## src/core/dip_consts.svh

```systemverilog
// Purpose: Offsets, field positions, reset values and timing counts
// Assumes: 32-bit APB data, one aligned word per register
// Notes:   Definitions only
`ifndef DIP_CONSTS_SVH
`define DIP_CONSTS_SVH

// ************************
// Register byte offsets
// ************************
`define DIP_OFS_CTRL     8'h00
`define DIP_OFS_SYNC     8'h04
`define DIP_OFS_PLL      8'h08
`define DIP_OFS_DLL      8'h0C
`define DIP_OFS_STATUS   8'h10

// ************************
// Field positions
// ************************
`define DIP_CTRL_FMT     0
`define DIP_CTRL_REV     1
`define DIP_CTRL_SWAP    2
`define DIP_CTRL_DUP     3
`define DIP_CTRL_DIGEN   4
`define DIP_CTRL_INTERP  5
`define DIP_CTRL_FSM_LO  6
`define DIP_CTRL_FSM_HI  7
`define DIP_CTRL_OFS_LO  8
`define DIP_CTRL_OFS_HI  10
`define DIP_SYNC_SOFT    0
`define DIP_SYNC_GO      1
`define DIP_PLL_EN       0
`define DIP_PLL_SLEEP    1
`define DIP_PLL_RST      2
`define DIP_PLL_DIV2     3
`define DIP_PLL_M_LO     8
`define DIP_PLL_M_HI     15
`define DIP_PLL_N_LO     16
`define DIP_PLL_N_HI     19
`define DIP_DLL_EN       0
`define DIP_DLL_SLEEP    1
`define DIP_DLL_INV      2
`define DIP_DLL_RESTART  3
`define DIP_STAT_PLL     0
`define DIP_STAT_DLL     1
`define DIP_STAT_LVL_LO  4
`define DIP_STAT_LVL_HI  6

// ************************
// Reset values and timing
// ************************
`define DIP_RST_PLL_M    8'h01
`define DIP_RST_PLL_N    4'h1
`define DIP_FIFO_DEPTH   8
`define DIP_CLK_MHZ      200
`define DIP_LOCK_NS      1000
`define DIP_LOCK_CYCLES  ((`DIP_LOCK_NS * `DIP_CLK_MHZ) / 1000)

`endif

```

## src/core/dip_pkg.sv

```systemverilog
// Purpose: Shared types of the input path block
// Assumes: Constants live in dip_consts.svh
// Notes:   Types only
package dip_pkg;

  // ************************
  // Modes
  // ************************
  typedef enum logic {
    DIP_INTERP_X2,
    DIP_INTERP_X4
  } dip_interp_t;

  // Averaging or hold filter, combined with a mixer action
  typedef enum logic [1:0] {
    DIP_FS_AVG_PASS,
    DIP_FS_AVG_INVERT,
    DIP_FS_AVG_ALT,
    DIP_FS_HOLD_PASS
  } dip_fs_mode_t;

endpackage : dip_pkg

```

## src/core/dip_loop_if.sv

```systemverilog
// Purpose: Control and lock status between core and loop monitor
// Assumes: Single clock domain
// Notes:   One instance per loop
`timescale 1ns/1ps
interface dip_loop_if;
  logic enable;
  logic sleep;
  logic hold;
  logic restart;
  logic raw_lock;
  logic locked;

  modport ctrl (output enable, output sleep, output hold,
                output restart, output raw_lock, input locked);
  modport mon  (input enable, input sleep, input hold,
                input restart, input raw_lock, output locked);
endinterface : dip_loop_if

```

## src/core/dip_loop_mon.sv

```systemverilog
// Purpose: Qualifies a raw analog lock flag into a reported lock
// Assumes: raw_lock synchronous to pclk
// Notes:   Lock needs raw lock stable for LOCK_CYCLES
`timescale 1ns/1ps
`include "dip_consts.svh"
module dip_loop_mon #(
  parameter int LOCK_CYCLES = `DIP_LOCK_CYCLES
) (
  input  wire logic  pclk,
  input  wire logic  presetn,
  dip_loop_if.mon    lp
);
  import dip_pkg::*;

  typedef struct packed {
    logic [15:0] cnt;
    logic        locked;
  } dip_mon_state_t;

  dip_mon_state_t r_reg;
  dip_mon_state_t r_next;
  logic           active;

  // Loop runs only when enabled, awake and out of reset
  assign active = lp.enable && !lp.sleep && !lp.hold;

  // Acquisition counter; restart or loss drops the lock at once
  always_comb begin
    r_next = r_reg;
    if (!active || lp.restart || !lp.raw_lock) begin
      r_next.cnt    = 16'h0000;
      r_next.locked = 1'b0;
    end else if (r_reg.cnt == 16'(LOCK_CYCLES - 1)) begin
      r_next.locked = 1'b1;
    end else begin
      r_next.cnt = r_reg.cnt + 16'h0001;
    end
  end

  always_ff @(posedge pclk or negedge presetn) begin
    if (!presetn) begin
      r_reg <= '0;
    end else begin
      r_reg <= r_next;
    end
  end

  assign lp.locked = r_reg.locked;

endmodule : dip_loop_mon

```

## src/core/dip_core.sv

```systemverilog
// Purpose: Input conditioning, FIFO, interpolation and loop control
// Assumes: Source data and sync synchronous to pclk
// Notes:   APB slave, zero wait states, one word per register
//
// How it works
// [RULE1] Input format: two's complement or offset binary
// [RULE2] Bus reversal mirrors the input word bit order
// [RULE3] Path swap exchanges streams A and B
// [RULE4] Duplication copies the converter A stream to converter B
// [RULE5] Sync places read pointer from -4 to +3 of write pointer
// [RULE6] Offset resets to zero and is reapplied at every sync
// [RULE7] Interpolation chain runs only while digital logic is enabled
// [RULE8] Interpolation ratio selects output samples per input sample
// [RULE9] One first-stage setting: filter and mixer, both channels
// [RULE10] First coarse mixer runs at half the output rate
// [RULE11] PLL enable cleared bypasses the PLL to the input clock
// [RULE12] PLL sleep puts the PLL into low-power state
// [RULE13] PLL reset holds the PLL; software toggles it to restart
// [RULE14] VCO doubling divides the VCO output by two
// [RULE15] Software sets M and N keeping the phase detector in range
// [RULE16] DLL enable cleared bypasses the DLL; source owns timing
// [RULE17] DLL sleep puts the DLL into low-power state
// [RULE18] DLL clock inversion inverts the internal DLL clock
// [RULE19] Status shows PLL lock
// [RULE20] Status shows DLL lock; restart re-runs DLL acquisition
// [RULE21] Software sync source ignores the external sync input
// [RULE22] Order is reversal, format, swap, then duplication
// [RULE23] Settings reset inactive; lock status reads unlocked
//
// The register offsets and register access over APB are this design's own decisions.
`timescale 1ns/1ps
`include "dip_consts.svh"
module dip_core #(
  parameter int W           = 16,
  parameter int LOCK_CYCLES = `DIP_LOCK_CYCLES
) (
  input  wire logic          pclk,
  input  wire logic          presetn,
  input  wire logic          psel,
  input  wire logic          penable,
  input  wire logic          pwrite,
  input  wire logic [7:0]    paddr,
  input  wire logic [31:0]   pwdata,
  output logic      [31:0]   prdata,
  output logic               pready,
  output logic               pslverr,
  input  wire logic [W-1:0]  src_data_a,
  input  wire logic [W-1:0]  src_data_b,
  input  wire logic          src_valid,
  input  wire logic          ext_sync,
  input  wire logic          pll_lock_raw,
  input  wire logic          dll_lock_raw,
  output logic      [W-1:0]  conv_a,
  output logic      [W-1:0]  conv_b,
  output logic               pll_bypass,
  output logic               pll_sleep,
  output logic               pll_hold_rst,
  output logic               pll_vco_div2,
  output logic      [7:0]    pll_m_div,
  output logic      [3:0]    pll_n_div,
  output logic               dll_bypass,
  output logic               dll_sleep,
  output logic               dll_restart,
  output logic               dll_inv_clk
);
  import dip_pkg::*;

  localparam int DEPTH = `DIP_FIFO_DEPTH;
  localparam int AW    = $clog2(DEPTH);

  // ************************
  // State
  // ************************
  typedef struct packed {
    logic [31:0]                  prdata;
    logic                         pslverr;
    logic                         fmt_offset;
    logic                         reverse;
    logic                         swap;
    logic                         dup;
    logic                         dig_en;
    dip_interp_t                  interp;
    dip_fs_mode_t                 fs_mode;
    logic [2:0]                   fifo_ofs;
    logic                         sync_soft;
    logic                         soft_go;
    logic                         pll_en;
    logic                         pll_sleep;
    logic                         pll_rst;
    logic                         vco_div2;
    logic [7:0]                   pll_m;
    logic [3:0]                   pll_n;
    logic                         dll_en;
    logic                         dll_sleep;
    logic                         dll_inv;
    logic                         dll_restart;
    logic [DEPTH-1:0][2*W-1:0]    mem;
    logic [AW-1:0]                wr_ptr;
    logic [AW-1:0]                rd_ptr;
    logic [1:0]                   phase;
    logic                         mix_sign;
    logic [1:0][W-1:0]            in_cur;
    logic [1:0][W-1:0]            s1;
    logic [1:0][W-1:0]            s1_prev;
    logic [1:0][W-1:0]            out;
  } dip_core_state_t;

  dip_core_state_t   r_reg;
  dip_core_state_t   r_next;
  logic [1:0][W-1:0] cond;
  logic [1:0][W-1:0] fifo_out;
  logic [1:0][W-1:0] filt;
  logic              addr_hit;
  logic              wr_en;
  logic              sync_evt;
  logic              rd_tick;
  logic              mix_neg;
  logic              pll_locked;
  logic              dll_locked;
  logic [AW-1:0]     level;

  // ************************
  // Helpers
  // ************************
  // Mirror bit order of one word
  function automatic logic [W-1:0] dip_mirror(input logic [W-1:0] x);
    logic [W-1:0] y;
    y = '0;
    for (int i = 0; i < W; i++) begin
      y[i] = x[W-1-i];
    end
    return y;
  endfunction : dip_mirror

  // Rounded-down mean of two signed samples, no overflow
  function automatic logic [W-1:0] dip_avg(input logic [W-1:0] x,
                                           input logic [W-1:0] y);
    logic [W:0] s;
    s = {x[W-1], x} + {y[W-1], y};
    return s[W:1];
  endfunction : dip_avg

  // Mixer action: pass or negate
  function automatic logic [W-1:0] dip_mix(input logic [W-1:0] x,
                                           input logic         neg);
    logic [W-1:0] y;
    y = neg ? (~x + {{(W-1){1'b0}}, 1'b1}) : x;
    return y;
  endfunction : dip_mix

  // ************************
  // Loop monitors
  // ************************
  dip_loop_if pll_if ();
  dip_loop_if dll_if ();

  assign pll_if.enable   = r_reg.pll_en;
  assign pll_if.sleep    = r_reg.pll_sleep;
  assign pll_if.hold     = r_reg.pll_rst;            // [RULE13]
  assign pll_if.restart  = 1'b0;
  assign pll_if.raw_lock = pll_lock_raw;
  assign pll_locked      = pll_if.locked;            // [RULE19]

  assign dll_if.enable   = r_reg.dll_en;
  assign dll_if.sleep    = r_reg.dll_sleep;
  assign dll_if.hold     = 1'b0;
  assign dll_if.restart  = r_reg.dll_restart;        // [RULE20]
  assign dll_if.raw_lock = dll_lock_raw;
  assign dll_locked      = dll_if.locked;            // [RULE20]

  dip_loop_mon #(.LOCK_CYCLES(LOCK_CYCLES)) u_pll_mon (
    .pclk    (pclk),
    .presetn (presetn),
    .lp      (pll_if.mon)
  );

  dip_loop_mon #(.LOCK_CYCLES(LOCK_CYCLES)) u_dll_mon (
    .pclk    (pclk),
    .presetn (presetn),
    .lp      (dll_if.mon)
  );

  // ************************
  // Input conditioning
  // ************************
  // Fixed order: mirror, format, swap, duplicate
  always_comb begin
    logic [1:0][W-1:0] t;
    t[0] = src_data_a;
    t[1] = src_data_b;
    for (int c = 0; c < 2; c++) begin
      if (r_reg.reverse) begin
        t[c] = dip_mirror(t[c]);                     // [RULE2] [RULE22]
      end
      if (r_reg.fmt_offset) begin
        t[c][W-1] = ~t[c][W-1];                      // [RULE1] [RULE22]
      end
    end
    cond = t;
    if (r_reg.swap) begin
      cond[0] = t[1];                                // [RULE3] [RULE22]
      cond[1] = t[0];
    end
    if (r_reg.dup) begin
      cond[1] = cond[0];                             // [RULE4] [RULE22]
    end
  end

  // ************************
  // Decode and datapath terms
  // ************************
  assign addr_hit = (paddr == `DIP_OFS_CTRL) || (paddr == `DIP_OFS_SYNC)
                 || (paddr == `DIP_OFS_PLL)  || (paddr == `DIP_OFS_DLL)
                 || (paddr == `DIP_OFS_STATUS);
  assign wr_en    = psel && penable && pwrite && addr_hit;
  // Soft source masks the pins completely
  assign sync_evt = r_reg.sync_soft ? r_reg.soft_go : ext_sync; // [RULE21]
  assign fifo_out = r_reg.mem[r_reg.rd_ptr];
  assign level    = r_reg.wr_ptr - r_reg.rd_ptr;
  // Input rate: every 2nd or 4th output cycle, every cycle when off
  assign rd_tick  = !r_reg.dig_en ? 1'b1 :
                    (r_reg.interp == DIP_INTERP_X2) ? !r_reg.phase[0] :
                    (r_reg.phase == 2'b00);          // [RULE8]
  assign mix_neg  = (r_reg.fs_mode == DIP_FS_AVG_INVERT) ||
                    ((r_reg.fs_mode == DIP_FS_AVG_ALT) && r_reg.mix_sign);

  // First filter output ahead of the mixer, both channels alike
  always_comb begin
    for (int c = 0; c < 2; c++) begin
      if (r_reg.interp == DIP_INTERP_X2) begin
        filt[c] = fifo_out[c];
      end else if (r_reg.phase == 2'b00) begin
        filt[c] = (r_reg.fs_mode == DIP_FS_HOLD_PASS) ? r_reg.in_cur[c]
                  : dip_avg(r_reg.in_cur[c], fifo_out[c]);  // [RULE9]
      end else begin
        filt[c] = r_reg.in_cur[c];
      end
    end
  end

  // ************************
  // Next state
  // ************************
  always_comb begin
    r_next             = r_reg;
    r_next.soft_go     = 1'b0;
    r_next.dll_restart = 1'b0;

    // Setup phase latches read data so it comes from flops
    if (psel && !penable) begin
      r_next.pslverr = !addr_hit;
      r_next.prdata  = 32'h0000_0000;
      unique case (paddr)
        `DIP_OFS_CTRL: begin
          r_next.prdata[`DIP_CTRL_FMT]   = r_reg.fmt_offset;
          r_next.prdata[`DIP_CTRL_REV]   = r_reg.reverse;
          r_next.prdata[`DIP_CTRL_SWAP]  = r_reg.swap;
          r_next.prdata[`DIP_CTRL_DUP]   = r_reg.dup;
          r_next.prdata[`DIP_CTRL_DIGEN] = r_reg.dig_en;
          r_next.prdata[`DIP_CTRL_INTERP] = r_reg.interp;
          r_next.prdata[`DIP_CTRL_FSM_HI:`DIP_CTRL_FSM_LO] = r_reg.fs_mode;
          r_next.prdata[`DIP_CTRL_OFS_HI:`DIP_CTRL_OFS_LO] = r_reg.fifo_ofs;
        end
        `DIP_OFS_SYNC: begin
          r_next.prdata[`DIP_SYNC_SOFT] = r_reg.sync_soft;
        end
        `DIP_OFS_PLL: begin
          r_next.prdata[`DIP_PLL_EN]    = r_reg.pll_en;
          r_next.prdata[`DIP_PLL_SLEEP] = r_reg.pll_sleep;
          r_next.prdata[`DIP_PLL_RST]   = r_reg.pll_rst;
          r_next.prdata[`DIP_PLL_DIV2]  = r_reg.vco_div2;
          r_next.prdata[`DIP_PLL_M_HI:`DIP_PLL_M_LO] = r_reg.pll_m;
          r_next.prdata[`DIP_PLL_N_HI:`DIP_PLL_N_LO] = r_reg.pll_n;
        end
        `DIP_OFS_DLL: begin
          r_next.prdata[`DIP_DLL_EN]    = r_reg.dll_en;
          r_next.prdata[`DIP_DLL_SLEEP] = r_reg.dll_sleep;
          r_next.prdata[`DIP_DLL_INV]   = r_reg.dll_inv;
        end
        `DIP_OFS_STATUS: begin
          r_next.prdata[`DIP_STAT_PLL] = pll_locked;          // [RULE19]
          r_next.prdata[`DIP_STAT_DLL] = dll_locked;          // [RULE20]
          r_next.prdata[`DIP_STAT_LVL_HI:`DIP_STAT_LVL_LO] = level;
        end
        default: begin
          r_next.prdata = 32'h0000_0000;
        end
      endcase
    end

    // Access phase writes; status register is read only
    if (wr_en) begin
      unique case (paddr)
        `DIP_OFS_CTRL: begin
          r_next.fmt_offset = pwdata[`DIP_CTRL_FMT];
          r_next.reverse    = pwdata[`DIP_CTRL_REV];
          r_next.swap       = pwdata[`DIP_CTRL_SWAP];
          r_next.dup        = pwdata[`DIP_CTRL_DUP];
          r_next.dig_en     = pwdata[`DIP_CTRL_DIGEN];
          r_next.interp     = dip_interp_t'(pwdata[`DIP_CTRL_INTERP]);
          r_next.fs_mode    = dip_fs_mode_t'(
                              pwdata[`DIP_CTRL_FSM_HI:`DIP_CTRL_FSM_LO]);
          r_next.fifo_ofs   = pwdata[`DIP_CTRL_OFS_HI:`DIP_CTRL_OFS_LO];
        end
        `DIP_OFS_SYNC: begin
          r_next.sync_soft = pwdata[`DIP_SYNC_SOFT];
          r_next.soft_go   = pwdata[`DIP_SYNC_GO];
        end
        `DIP_OFS_PLL: begin
          r_next.pll_en    = pwdata[`DIP_PLL_EN];             // [RULE11]
          r_next.pll_sleep = pwdata[`DIP_PLL_SLEEP];          // [RULE12]
          r_next.pll_rst   = pwdata[`DIP_PLL_RST];            // [RULE13]
          r_next.vco_div2  = pwdata[`DIP_PLL_DIV2];           // [RULE14]
          r_next.pll_m     = pwdata[`DIP_PLL_M_HI:`DIP_PLL_M_LO];
          r_next.pll_n     = pwdata[`DIP_PLL_N_HI:`DIP_PLL_N_LO];
        end
        `DIP_OFS_DLL: begin
          r_next.dll_en      = pwdata[`DIP_DLL_EN];           // [RULE16]
          r_next.dll_sleep   = pwdata[`DIP_DLL_SLEEP];        // [RULE17]
          r_next.dll_inv     = pwdata[`DIP_DLL_INV];          // [RULE18]
          r_next.dll_restart = pwdata[`DIP_DLL_RESTART];      // [RULE20]
        end
        default: begin
          r_next.soft_go = 1'b0;
        end
      endcase
    end

    // FIFO write side runs at the source rate
    if (src_valid) begin
      r_next.mem[r_reg.wr_ptr] = cond;
      r_next.wr_ptr            = r_reg.wr_ptr + 1'b1;
    end

    // Read side; sync wins over the normal advance
    if (sync_evt) begin
      r_next.rd_ptr = r_reg.wr_ptr + r_reg.fifo_ofs;  // [RULE5] [RULE6]
    end else if (rd_tick) begin
      r_next.rd_ptr = r_reg.rd_ptr + 1'b1;
    end

    // Chain frozen when disabled; converters get FIFO words raw
    if (!r_reg.dig_en) begin
      r_next.phase = 2'b00;                                   // [RULE7]
      r_next.out   = fifo_out;
    end else begin
      r_next.phase = r_reg.phase + 2'b01;
      if (!r_reg.phase[0]) begin
        // Half-rate tick: first filter and mixer update
        for (int c = 0; c < 2; c++) begin
          r_next.s1[c] = dip_mix(filt[c], mix_neg);   // [RULE9] [RULE10]
        end
        r_next.s1_prev  = r_reg.s1;
        r_next.out      = r_reg.s1;
        r_next.mix_sign = !r_reg.mix_sign;                    // [RULE10]
        if (r_reg.interp == DIP_INTERP_X4 && r_reg.phase == 2'b00) begin
          r_next.in_cur = fifo_out;                           // [RULE8]
        end
      end else begin
        // Second filter inserts the midpoint at full rate
        for (int c = 0; c < 2; c++) begin
          r_next.out[c] = dip_avg(r_reg.s1_prev[c], r_reg.s1[c]);
        end
      end
    end
  end

  // ************************
  // Registers
  // ************************
  // Everything resets to zero except M and N, which load 1; lock flags come up unlocked
  always_ff @(posedge pclk or negedge presetn) begin
    if (!presetn) begin
      r_reg       <= '0;                                      // [RULE23]
      r_reg.pll_m <= `DIP_RST_PLL_M;                          // [RULE15]
      r_reg.pll_n <= `DIP_RST_PLL_N;                          // [RULE15]
    end else begin
      r_reg <= r_next;
    end
  end

  // ************************
  // Outputs
  // ************************
  // Zero wait states; error only on an unmapped address
  assign pready       = 1'b1;
  assign pslverr      = r_reg.pslverr && psel && penable;
  assign prdata       = r_reg.prdata;
  assign conv_a       = r_reg.out[0];
  assign conv_b       = r_reg.out[1];
  // Clock mux selects input_reference_clock when bypassed
  assign pll_bypass   = !r_reg.pll_en;                        // [RULE11]
  assign pll_sleep    = r_reg.pll_sleep;                      // [RULE12]
  assign pll_hold_rst = r_reg.pll_rst;                        // [RULE13]
  assign pll_vco_div2 = r_reg.vco_div2;                       // [RULE14]
  // No range check on M and N: phase detector limit is software's job
  assign pll_m_div    = r_reg.pll_m;
  assign pll_n_div    = r_reg.pll_n;
  assign dll_bypass   = !r_reg.dll_en;                        // [RULE16]
  assign dll_sleep    = r_reg.dll_sleep;                      // [RULE17]
  assign dll_restart  = r_reg.dll_restart;                    // [RULE20]
  assign dll_inv_clk  = r_reg.dll_inv;                        // [RULE18]

endmodule : dip_core

```

## config.mk

```make
export PLATFORM = sky130hd
export DESIGN_NAME = dip_core
export DESIGN_NICKNAME = d
export VERILOG_FILES = /design/src/core/dip_pkg.sv /design/src/core/dip_loop_if.sv /design/src/core/dip_loop_mon.sv /design/src/core/dip_core.sv
export VERILOG_INCLUDE_DIRS = /design/src /design/src/core
export SDC_FILE = /design/constraint.sdc
export NUM_CORES = 1
export LEC_CHECK = 0
export ABC_AREA = 1
export BUFFER_PORTS_ARGS = -buffer_cell sky130_fd_sc_hd__buf_2
export CAP_MARGIN = 20
export CORE_AREA = 2 2 278 280
export CTS_CLUSTER_DIAMETER = 100
export CTS_CLUSTER_SIZE = 30
export DETAILED_ROUTE_END_ITERATION = 7
export DIE_AREA = 0 0 280 282
export MAX_ROUTING_LAYER = met4
export PLACE_DENSITY = 0.6
export SLEW_MARGIN = 20
export SYNTH_ARGS = -nofsm -noshare
export SYNTH_HDL_FRONTEND = slang
export SYNTH_SLANG_ARGS = --single-unit
```

## constraint.sdc

```tcl
create_clock -name pclk -period 7.1 [get_ports pclk]
set_clock_uncertainty 0.15 [all_clocks]
set_input_delay 0.355 -clock pclk [delete_from_list [all_inputs] [get_ports pclk]]
set_output_delay 0.355 -clock pclk [all_outputs]
set_load 0.01 [all_outputs]
```

==> flow_summary_export.csv <==
group,metric,value,unit
yosys,synth_async_sr_flop_share,1.000,
cts,clock-sinks,481,
timing,maxSlewViolCount,0,
floorplan,die-area,78960,sq um
floorplan,io_pins,167,
global_routing,grt_pass1_vias,20280,
cts,htreeDepth,1,
route,wl_per_cell,16.33,microns
cts,cts_tree,"built",
route,antenna_left,0,
global_routing,antenna_found_initial,3,
worst_setup_path,worstPathMaxFanout,72,
global_routing,grt_max_degree,164,
floorplan,std_cell_rows,101,
cells_and_area,final_common_cell,"nand2_1",
worst_setup_path,r2r.worst_path.cells,21,
cells_and_area,multi_input_area,12190,sq um
pwr,power_density,356.5,nW/um^2
worst_setup_path,r2r_end,"r_reg[79]",
global_routing,grtUsageTotal,0.1834,
worst_setup_path,reg2reg_slack,2.25,ns
placed_design,place.gp.congestion,0.9300,
worst_setup_path,worst_setup_path_start_kind,"flip-flop",
cells_and_area,drive_above_1_share,0.09488,
cts,cts_root_buffer,"clkbuf_16",
hold_path,worstHoldPathCells,4,
floorplan,core,75700,sq um
yosys,synth_edf_count,0,
cts,clk_latency,0.59,ns
placed_design,hpwl,47160,microns
cells_and_area,layout_common_cells,"879 x nand2_1, 512 x o21ai_0, 476 x dfrtp_1",
yosys,synth.yosys.seq_area_share,0.4552,
timing,fmax,0.2061,GHz
hold_path,min_to,"prdata[6]",
timing,setup_viol,0,
cts,post_cts_buffers,0,
worst_setup_path,endpoint_kind,"flip-flop",
global_routing,grt-ovfl-total,0,
yosys,synth_cells,3355,
timing,worstMarginPinSlew,1.015,ns
yosys,ys_seq_elements,481,
floorplan,initial_utilization,0.3494,
timing,post-route-min-period,4.853,ns
timing,tns,0,ns
route,finalWirelength,70910,microns
floorplan,die_h,282,microns
hold_path,hp-class,"in -> reg",
pwr,leakage,13.85,nW
timing,hold_viol_final,0,
hold_path,hp-start,"paddr[5]",
placed_design,io_buffers,141,
route,route.detailed.drc,0,
yosys,synth_cell_types,68,
timing,post-route-period-util,0.6835,
worst_setup_path,crit_required,7.41,ns
pwr,finalPower,10.11,mW
cells_and_area,nets,3503,
yosys,yosys_warnings,0,
cells_and_area,area_delta_synth_final,7.181,%
route,dr_total_vias,22020,
cts,path_clk_slew,0.12,ns
cts,clk_path_buf_depth,3,
worst_setup_path,arrival,5.16,ns
worst_setup_path,r2r_start,"r_reg[131]",
worst_setup_path,criticalPathCategory,"reg -> reg",
yosys,dominantRegCellSynth,"dfrtp_1",
status,status,"finished, final reports clean",
route,dr.pass1.iters,5,
cells_and_area,regArea,12050,sq um
timing,rsz0062_at_grt,"no",
global_routing,grt_pass1_wl,113200,microns
flow_run,max_cap_viol_count,0,
pwr,ir_drop,0.2220,mV
route,drt_iter0_markers,1752,
yosys,syn_area,26450,sq um
floorplan,die_w,280,microns
cells_and_area,largest_reg_flops,375,
cts,cts.repair.resized,0,
cells_and_area,num-fill-cells,7917,
cts,cts_buffers,22,
yosys,syn_area_per_cell,7.884,sq um
timing,relSlewSlack,0.3217,
route,viasPerCell,5.072,
worst max-delay path by stage:
stage / from / end / slack [ns]
2_1_floorplan: r_reg[131] / r_reg[95] / 3.79
3_3_place_gp: r_reg[131] / r_reg[79] / 2.37
3_5_place_dp: r_reg[131] / r_reg[79] / 2.37
4_1_cts: r_reg[131] / r_reg[79] / 2.32
5_1_grt: r_reg[131] / r_reg[79] / 1.81
6_report: r_reg[131] / r_reg[79] / 2.25
synthesized netlist by cell type (14+ instances only):
library cell	instances	area, sq um
xnor2_1	15	131.4
buf_2	33	165.2
nand2_1	886	3326
nand4_1	20	125.1
inv_2	18	67.56
nor3_1	20	100.1
clkbuf_1	104	390.4
buf_4	81	608.1
xor2_1	26	227.7
a21oi_1	113	565.5
dfrtp_1	479	11990
o211ai_1	16	120.1
nor2_1	299	1122
nand3_1	126	630.6
inv_1	233	874.6
ha_1	69	863.3
nand2_2	14	87.58
o21ai_0	512	2562
o221ai_1	81	709.4
o21ai_1	41	205.2
where the power goes:
part / switching [mW] / internal (mW) / leakage, nW
Sequential: 0.386 / 3.51 / 6.27
Clock: 0.957 / 0.639 / 0.342
Combinational: 3.12 / 1.50 / 7.24
Total: 4.46 / 5.65 / 13.9
per-layer routing:
metal	global-route usage	wire length [microns]	up-vias	part of all wire
met5	-	0	-	0
met4	0.03606	1287	0	0.018
met3	0.01972	3197	65	0.045
met2	0.2727	30760	433	0.43
met1	0.2702	35670	10490	0.50
li1	-	-	11040	-
timing repair:
| item | in CTS | in global routing |
|---|---|---|
| endpoints found under the hold margin | 92 | 0 |
| hold buffers | 25 | 0 |
| setup endpoints to repair | 0 | 0 |
critical path: stages (launching register included):
cell      delay, ns
dfrtp_4        0.64
inv_4          0.61
buf_4          0.43
nor2_1         0.07
o221ai_1       0.22
nand2_1        0.30
inv_1          0.13
ha_1           0.29
a21oi_1        0.30
o21ai_0        0.17
inv_1          0.09
nand2_1        0.07
nand2_1        0.06
nand3_1        0.13
a21oi_4        0.25
nand4_2        0.13
nor2_2         0.19
nand3_2        0.09
nand2_1        0.09
nand3_1        0.08
nand3_1        0.09
nand2_1        0.05
logic make-up (layout without fill, tap and decap cells):
| kind of cell | after synthesis | count (layout) | synth area share |
|---|---|---|---|
| AOI/OAI and AO/OA | 839 | 839 | 0.1830 |
| and+or+nand+nor | 1411 | 1411 | 0.2180 |
| DFF | 481 | 481 | 0.4552 |
| xor gates and xnor gates | 41 | 41 | 0.01358 |
| muxes | 13 | 13 | 0.005535 |
| adders and majority gates | 75 | 75 | 0.03718 |
| buffers and inverters | 493 | 489 | 0.08727 |
| other | 2 | 15 | 0.0002839 |
final cells by class:
cell class                      instances  share of cell area
Antenna cell                            2           0.0001765
Clock buffer                           32             0.02149
Clock inverter                          7            0.003840
Inverter                              255             0.03390
Multi-Input combinational cell       2392              0.4299
Sequential cell                       481              0.4249
Tap cell                              978             0.04316
Timing Repair Buffer                  195             0.04263
through the flow:
step / utilization / setup slack, ns / area, sq um / hold WS, ns / instances
2_1_floorplan: - / 3.794 / 26490 / -0.09059 / 3366
3_3_place_gp: 0.3616 / 2.370 / 27370 / 0.1848 / 4276
3_5_place_dp: 0.3616 / 2.366 / 27370 / 0.1843 / 4276
4_1_cts: 0.3744 / 2.321 / 28340 / 0.05098 / 4340
5_1_grt: 0.3745 / 1.805 / 28350 / 0.1302 / 4341
6_report: 0.3745 / 2.247 / 28350 / 0.08310 / 4342
No activity file was read; power rests on OpenSTA's default activity.
